### config.mk
export PLATFORM = sky130hd
export DESIGN_NAME = lin_window_watchdog_control
export DESIGN_NICKNAME = d
export VERILOG_FILES = /design/src/pkg/lin_wd_pkg.sv /design/src/hdl/lin_window_watchdog_control.sv
export SDC_FILE = /design/constraint.sdc
export NUM_CORES = 1
export LEC_CHECK = 0
export BUFFER_PORTS_ARGS = -buffer_cell sky130_fd_sc_hd__buf_2
export CAP_MARGIN = 20
export CORE_MARGIN = 2
export CORE_UTILIZATION = 38
export CTS_BUF_LIST = sky130_fd_sc_hd__clkbuf_4
export DETAILED_ROUTE_END_ITERATION = 8
export GPL_TIMING_DRIVEN = 0
export PLACE_DENSITY_LB_ADDON = 0.08
export SLEW_MARGIN = 5
export SYNTH_ARGS = -nofsm -noshare
export SYNTH_HDL_FRONTEND = slang
export SYNTH_SLANG_ARGS = --single-unit
### constraint.sdc
create_clock -name sys_clk -period 3.5 [get_ports sys_clk]
set_clock_uncertainty 0.05 [all_clocks]
set_input_delay 0.175 -clock sys_clk [delete_from_list [all_inputs] [get_ports sys_clk]]
set_output_delay 0.175 -clock sys_clk [all_outputs]
set_load 0.02 [all_outputs]
### src/pkg/lin_wd_pkg.sv
package lin_wd_pkg;

    // clock rate in MHz; cycle counts derive from it
    localparam int CLK_MHZ           = 100;

    // watchdog frame lengths, in microseconds, per window-select level
    localparam int FRAME_SHORT_US    = 32000;
    localparam int FRAME_MID_US      = 480000;
    localparam int FRAME_LONG_US     = 4800000;
    // trigger_filter_time, reset_pulse_time, dominant_limit_time
    localparam int TRIG_FILTER_US    = 10;
    localparam int RESET_PULSE_US    = 1000;
    localparam int DOMINANT_LIMIT_US = 20000;

    localparam int TRIG_FILTER_CYC   = TRIG_FILTER_US * CLK_MHZ;

    // window-select input levels
    localparam logic [1:0] WSEL_GROUND = 2'h0;
    localparam logic [1:0] WSEL_SUPPLY = 2'h1;

    // serial frame: address byte then data byte, msb first
    localparam int          SPI_FRAME_BITS    = 16;
    localparam logic [7:0]  WATCHDOG_RESTART  = 8'h15;
    localparam logic [7:0]  RESTART_KEY       = 8'hFF;

    typedef enum logic [1:0] {
        WD_IDLE  = 2'b00,
        WD_RUN   = 2'b01,
        WD_PULSE = 2'b10
    } wd_state_t;

    typedef enum logic [1:0] {
        OP_SLEEP   = 2'b00,
        OP_STANDBY = 2'b01,
        OP_NORMAL  = 2'b10
    } op_mode_t;

    typedef struct packed {
        logic        busOe;
        logic        busOut;
        logic        rxdOut;
        logic        uvResetOut;
        logic        wdResetOut;
        logic        intOut;
        logic        intOe;
    } pins_t;

    typedef struct packed {
        logic        strapped;
        logic        spiMode;
        wd_state_t   wdState;
        logic [31:0] wdCount;
        logic [31:0] frameLen;
        logic        trigLevel;
        logic [15:0] trigCount;
        op_mode_t    opMode;
        logic        busLock;
        logic        busWake;
        logic        wakePrev;
        logic        txdPrev;
        logic        dtoFault;
        logic [31:0] dtoCount;
        logic        sckPrev;
        logic [4:0]  spiBits;
        logic [15:0] spiShift;
        pins_t       pins;
    } state_t;

    localparam pins_t PINS_RESET = '{
        busOe: 1'b0, busOut: 1'b0, rxdOut: 1'b1, uvResetOut: 1'b0,
        wdResetOut: 1'b1, intOut: 1'b0, intOe: 1'b0
    };

    localparam state_t STATE_RESET = '{
        strapped: 1'b0, spiMode: 1'b0, wdState: WD_IDLE, wdCount: 32'h0,
        frameLen: 32'h0, trigLevel: 1'b0, trigCount: 16'h0,
        opMode: OP_STANDBY, busLock: 1'b0, busWake: 1'b0, wakePrev: 1'b0,
        txdPrev: 1'b1, dtoFault: 1'b0, dtoCount: 32'h0, sckPrev: 1'b0,
        spiBits: 5'h0, spiShift: 16'h0, pins: PINS_RESET
    };

endpackage : lin_wd_pkg

### src/hdl/lin_window_watchdog_control.sv
`timescale 1ns/1ps

module lin_window_watchdog_control #(
    parameter int FRAME_SHORT_CYC    = lin_wd_pkg::FRAME_SHORT_US * lin_wd_pkg::CLK_MHZ,
    parameter int FRAME_MID_CYC      = lin_wd_pkg::FRAME_MID_US * lin_wd_pkg::CLK_MHZ,
    parameter int FRAME_LONG_CYC     = lin_wd_pkg::FRAME_LONG_US * lin_wd_pkg::CLK_MHZ,
    parameter int RESET_PULSE_CYC    = lin_wd_pkg::RESET_PULSE_US * lin_wd_pkg::CLK_MHZ,
    parameter int DOMINANT_LIMIT_CYC = lin_wd_pkg::DOMINANT_LIMIT_US * lin_wd_pkg::CLK_MHZ
) (
    input  wire logic       sys_clk,
    input  wire logic       undervoltage_reset_output,
    input  wire logic       controlSelectPin,
    input  wire logic [1:0] windowSelectInput,
    input  wire logic       watchdogTriggerInput,
    input  wire logic       txd,
    input  wire logic       busIn,
    input  wire logic       localWakeup,
    input  wire logic       thermalShutdown,
    input  wire logic       supplyAboveThreshold,
    input  wire logic       enableIn,
    output logic            busOut,
    output logic            busOe,
    output logic            rxd,
    output logic            undervoltageResetOut,
    output logic            watchdogResetOut,
    output logic            enableOut,
    output logic            enableOe
);

    lin_wd_pkg::state_t state;
    lin_wd_pkg::state_t next_state;

    logic        pinTrig;
    logic        spiTrig;
    logic        trigger;
    logic        sckRise;
    logic [15:0] frameShifted;
    logic        pulseNext;

    always_comb begin
        next_state   = state;
        pinTrig      = 1'b0;
        spiTrig      = 1'b0;
        trigger      = 1'b0;
        sckRise      = 1'b0;
        frameShifted = 16'h0;
        pulseNext    = 1'b0;

        // latch control method and frame length once after reset release
        if (!state.strapped) begin
            next_state.strapped = 1'b1;
            next_state.spiMode  = controlSelectPin;
            // a trigger pin that sits high out of reset is a level, not an edge
            next_state.trigLevel = watchdogTriggerInput;
            if (controlSelectPin) begin
                next_state.frameLen = 32'(FRAME_LONG_CYC);
            end else if (windowSelectInput == lin_wd_pkg::WSEL_GROUND) begin
                next_state.frameLen = 32'(FRAME_SHORT_CYC);
            end else if (windowSelectInput == lin_wd_pkg::WSEL_SUPPLY) begin
                next_state.frameLen = 32'(FRAME_MID_CYC);
            end else begin
                next_state.frameLen = 32'(FRAME_LONG_CYC);
            end
        end

        // trigger input glitch filter: a new level must hold for the filter time
        if (watchdogTriggerInput != state.trigLevel) begin
            if (state.trigCount >= 16'(lin_wd_pkg::TRIG_FILTER_CYC - 1)) begin
                next_state.trigLevel = watchdogTriggerInput;
                next_state.trigCount = 16'h0;
                pinTrig              = state.strapped && !state.spiMode;
            end else begin
                next_state.trigCount = state.trigCount + 16'h1;
            end
        end else begin
            next_state.trigCount = 16'h0;
        end

        // serial write path; clock and data share the window-select and trigger pins
        next_state.sckPrev = windowSelectInput[0];
        sckRise            = windowSelectInput[0] && !state.sckPrev;
        if (!state.spiMode || controlSelectPin) begin
            next_state.spiBits = 5'h0;
        end else if (sckRise) begin
            frameShifted        = {state.spiShift[14:0], watchdogTriggerInput};
            next_state.spiShift = frameShifted;
            if (state.spiBits == 5'(lin_wd_pkg::SPI_FRAME_BITS - 1)) begin
                next_state.spiBits = 5'h0;
                spiTrig = (frameShifted[15:8] == lin_wd_pkg::WATCHDOG_RESTART)
                       && (frameShifted[7:0] == lin_wd_pkg::RESTART_KEY);
            end else begin
                next_state.spiBits = state.spiBits + 5'h1;
            end
        end

        trigger = state.spiMode ? spiTrig : pinTrig;

        unique case (state.wdState)
            lin_wd_pkg::WD_IDLE: begin
                if (trigger) begin
                    next_state.wdState = lin_wd_pkg::WD_RUN;
                    next_state.wdCount = 32'h0;
                end
            end
            lin_wd_pkg::WD_RUN: begin
                next_state.wdCount = state.wdCount + 32'h1;
                if (trigger && state.wdCount < (state.frameLen >> 1)) begin
                    next_state.wdState = lin_wd_pkg::WD_PULSE;
                    next_state.wdCount = 32'h0;
                end else if (trigger) begin
                    next_state.wdCount = 32'h0;
                end else if (state.wdCount >= state.frameLen - 32'h1) begin
                    next_state.wdState = lin_wd_pkg::WD_PULSE;
                    next_state.wdCount = 32'h0;
                end
            end
            lin_wd_pkg::WD_PULSE: begin
                next_state.wdCount = state.wdCount + 32'h1;
                if (state.wdCount >= 32'(RESET_PULSE_CYC - 1)) begin
                    next_state.wdState = lin_wd_pkg::WD_IDLE;
                    next_state.wdCount = 32'h0;
                end
            end
            default: begin
                next_state.wdState = lin_wd_pkg::WD_IDLE;
                next_state.wdCount = 32'h0;
            end
        endcase
        pulseNext = (next_state.wdState == lin_wd_pkg::WD_PULSE);

        // operating mode; serial mode has no enable input and stays normal
        next_state.wakePrev = localWakeup;
        if (state.spiMode) begin
            next_state.opMode  = lin_wd_pkg::OP_NORMAL;
            next_state.busWake = 1'b0;
        end else begin
            unique case (state.opMode)
                lin_wd_pkg::OP_NORMAL: begin
                    if (!enableIn) begin
                        next_state.opMode  = lin_wd_pkg::OP_SLEEP;
                        next_state.busLock = !busIn;
                    end
                end
                lin_wd_pkg::OP_SLEEP: begin
                    // a bus already dominant on entry must go recessive before it can wake
                    if (state.busLock && busIn) begin
                        next_state.busLock = 1'b0;
                    end
                    if (enableIn) begin
                        next_state.opMode = lin_wd_pkg::OP_NORMAL;
                    end else if (localWakeup != state.wakePrev) begin
                        next_state.opMode = lin_wd_pkg::OP_STANDBY;
                    end else if (!state.busLock && !busIn) begin
                        next_state.opMode  = lin_wd_pkg::OP_STANDBY;
                        next_state.busWake = 1'b1;
                    end
                end
                lin_wd_pkg::OP_STANDBY: begin
                    if (enableIn) begin
                        next_state.opMode  = lin_wd_pkg::OP_NORMAL;
                        next_state.busWake = 1'b0;
                    end
                end
                default: begin
                    next_state.opMode = lin_wd_pkg::OP_STANDBY;
                end
            endcase
        end

        // dominant timeout on the transmit input
        next_state.txdPrev = txd;
        if (txd && !state.txdPrev) begin
            next_state.dtoFault = 1'b0;
            next_state.dtoCount = 32'h0;
        end else if (!txd && state.txdPrev) begin
            next_state.dtoCount = 32'h0;
        end else if (!txd && !state.dtoFault
                     && state.opMode == lin_wd_pkg::OP_NORMAL) begin
            next_state.dtoCount = state.dtoCount + 32'h1;
            if (state.dtoCount >= 32'(DOMINANT_LIMIT_CYC - 1)) begin
                next_state.dtoFault = 1'b1;
            end
        end

        // pin outputs, all registered
        next_state.pins.busOut = 1'b0;
        next_state.pins.busOe  = (next_state.opMode == lin_wd_pkg::OP_NORMAL) && !txd
                              && !next_state.dtoFault && !thermalShutdown;
        unique case (next_state.opMode)
            lin_wd_pkg::OP_NORMAL:  next_state.pins.rxdOut = busIn;
            lin_wd_pkg::OP_STANDBY: next_state.pins.rxdOut = !next_state.busWake;
            default:                next_state.pins.rxdOut = 1'b1;
        endcase
        if (next_state.spiMode) begin
            next_state.pins.uvResetOut = supplyAboveThreshold && !thermalShutdown
                                      && !pulseNext;
            next_state.pins.wdResetOut = 1'b1;
            next_state.pins.intOut     = 1'b0;
            next_state.pins.intOe      = next_state.dtoFault || thermalShutdown;
        end else begin
            next_state.pins.uvResetOut = supplyAboveThreshold && !thermalShutdown;
            next_state.pins.wdResetOut = !pulseNext;
            next_state.pins.intOut     = 1'b0;
            next_state.pins.intOe      = 1'b0;
        end
    end

    always_ff @(posedge sys_clk or negedge undervoltage_reset_output) begin
        if (!undervoltage_reset_output) begin
            state <= lin_wd_pkg::STATE_RESET;
        end else begin
            state <= next_state;
        end
    end

    assign busOut               = state.pins.busOut;
    assign busOe                = state.pins.busOe;
    assign rxd                  = state.pins.rxdOut;
    assign undervoltageResetOut = state.pins.uvResetOut;
    assign watchdogResetOut     = state.pins.wdResetOut;
    assign enableOut            = state.pins.intOut;
    assign enableOe             = state.pins.intOe;

endmodule : lin_window_watchdog_control

==> metrics <==
status finished, violations left; failing checks setup timing; RSZ-0062 raised after global routing true; Async S/R FF share, synth 100%; Hold Startpoint txd; final setup fails 10; initial DRC count around 370; CTS tree yes; reg2reg end state[127]; Placer Congestion 0.786; worst-path cell chain buf_6 -> nor4b_4 -> nand2_2 -> nor3_4 -> buf_12 -> buf_4 -> nor2_4 -> ha_4 -> nand4_1 -> buf_4 -> nor4_4 -> a22oi_2 -> o211ai_4 -> o31ai_4 -> buf_6 -> buf_12 -> nand3_1 -> o21ai_1; hpwl dp between 10000 and 15000 µm; M3 GR Usage between 3 and 4%; leading area contributor after synthesis dfrtp_1; WP data arrival between 3000 and 4000 ps; largest net degree at the start of global routing between 90 and 100; worst-case clock buffer depth 2; Max Freq 284 MHz; placed insts slightly above 1000; RR Startpoint state[108]; minimum clock period around 3500 ps; crit path max fanout 10; synth unique cells between 60 and 70; cell area after synthesis slightly above 7000 µm²; worst setup margin -24.4 ps; buffers and inverters on the worst path 6; total CTS buffers 17; leakage around 3.7 nW; post-DR wirelength/cell 16.0 µm; FP Rows 49; vias in the first global route around 5700; top cell type's share of synthesized area between 40% and 50%; gr usage total 17.9%; I/O pin count 19; pwr/cell area 466 nW/µm²; Least-Margin Pin Slew 806 ps; M2 GR Usage between 20% and 30%; synthesized area per cell about 9.3 µm²; Top FF cell, synth dfrtp_1; pre-CTS setup slack -733 ps; IO buf count 16; Root Driver clkbuf_4; Hold Path Sink state[62]; R2R Setup Slk -20 ps; R2R cell count 18; Vias/cell between 5 and 6; Tcrit/Tclk final 101%; Die X 140 µm; global routing's busiest layer met2; vias approximately 5900; cell family with most CP delay simple AND/OR/NAND/NOR gates; crit-path max cell delay ~450 ps; Die Height about 140 µm; Critical Path RT about 3900 ps; layout cells sized above 1 between 15 and 20%; H-tree Lvls 4; Synth Warn # 0; hold path cells 2; HP Class primary input to flop; Rel. slew slack a little under half; CTS clock-pin slew for the worst setup and hold paths 130 ps; Crit Path Category flop to flop; maxcap violations 0; sequential area share after synthesis about 44%; final wirelength between 15000 and 20000 µm; worst skew pair latency ~560 ps; overall power roughly 4.0 mW; Fin. Hold Viols 0; post-synthesis register bit count between 100 and 150; Routed Antenna Nets 0; DRC Markers 0; Slowest cell on crit path dfrtp_2; total grt overflow 0; first-pass detailed-route iteration total 5; Post-Layout Cell Count 1084; number of synthesized flops with an enable pin 0; core area about 18000 µm²; Final Max Tran Viols 0; Synth area leaders dfrtp_1, ha_1, nand2_1, a21oi_1, nor2_1; Die Area 19700 µm²; CP endpoint kind flop; antenna violations before repair 1; CTS Sinks around 130; first-pass GRT wire length roughly 28000 µm; area delta synth->final 21.4%; Max VDD drop about 250 µV; Initial Utilization about two fifths; fin nets about 900; critical path startpoint category flop; cell count after synthesis roughly 760; routing usage on met1 about a quarter
flip-flops by register name (all words and copies together), names as in the netlist:
name and cells:
watchdogResetOut 1, busOe 1, enableOe 1, state 120, undervoltageResetOut 1, rxd 1
placed cells by master, fill, tap and decap left out, drive strengths merged, types with 7 or more instances in the layout:
cell,Yosys,final
nor3,18,18
nor4,16,16
clkbuf,14,32
nand2b,10,10
nor2,72,72
o21ai,51,51
and3,14,14
mux2i,8,8
xor2,15,15
ha,46,46
nand2,90,90
nand3,44,44
a21oi,55,55
mux2,16,16
nand4,24,24
a31oi,7,7
xnor2,16,16
dfrtp,121,121
inv,32,36
dlygate4sd3,0,14
buf,6,47
conb,2,9
final cells by class:
class                           instances  area [µm²]
Tap cell                              229         287
Buffer                                 20         121
Timing Repair Buffer                   56         515
Clock inverter                         15         209
Clock buffer                           17         128
Fill cell                            1756        9500
Inverter                               32         128
Sequential cell                       125        3140
Antenna cell                            2        5.00
Multi-Input combinational cell        588        4050
power breakdown:
part,internal (mW),switching (mW)
clock network,0.578,0.613
registers,1.53,0.0749
logic,0.519,0.677
cells by family after synthesis:
family	synth area share (%)
multiplexers	3.68
flip-flops	44.3
other	0.106
buffers and inverters	3.12
AO/OA/AOI/OAI	13.5
XOR/XNOR	3.84
AND/OR/NAND/NOR	23.3
adder cells (fa/ha/maj)	8.14
per-stage QoR:
step | hold slack, ps | setup TNS (ps) | cell area (µm²) | util (%)
floorplan | -171 | 0 | 7130 | -
global placement | 275 | -19800 | 7500 | 41.5
detailed placement | 42.1 | -21320 | 7530 | 41.7
CTS | 192 | 0 | 8180 | 45.2
global route | 224 | -5520 | 8580 | 47.5
finish | 252 | -93.3 | 8580 | 47.5
Yosys cell counts (15+ instances only):
master	number
a21oi_1	55
dfrtp_1	121
ha_1	46
inv_1	32
mux2_2	16
nand2_1	90
nand3_1	44
nand4_1	24
nor2_1	69
nor3_1	16
o21ai_0	51
xnor2_1	16
xor2_1	15
timing repair:
item                       in CTS  in global routing
hold endpoints to repair      145                  0
gates cloned                    0                  2
pin swaps                       6                 20
setup endpoints to repair      36                 34
gates resized for setup        19                 59
hold buffers                   14                  0
setup buffers                  10                 13
routing by layer:
layer / up-vias / part of all wire, %
met5: - / 0
met4: 0 / 1.9
met3: 23 / 2.7
met2: 91 / 48
met1: 2881 / 47
li1: 2893 / -
worst register-to-register path, stage by stage (launching register included):
cell and delay (ps):
dfrtp_2 450, buf_6 140, nor4b_4 310, nand2_2 130, nor3_4 210, buf_12 160, buf_4 120, nor2_4 30
ha_4 210, nand4_1 120, buf_4 150, nor4_4 40, a22oi_2 230, o211ai_4 150, o31ai_4 430, buf_6 200
buf_12 140, nand3_1 80, o21ai_1 100
how the worst max path moves through the flow:
| stage | from | endpoint | slack, ps | cells after the start |
|---|---|---|---|---|
| after floorplan | state[108] | state[144] | 1 | 15 |
| after global placement | state[108] | state[126] | -690 | 14 |
| after detailed placement | state[108] | state[140] | -730 | 15 |
| after CTS | state[99] | state[127] | 3 | 16 |
| after global routing | state[108] | state[137] | -230 | 15 |
| final | state[108] | state[127] | -20 | 18 |
Power figures use the tool's default switching activity.
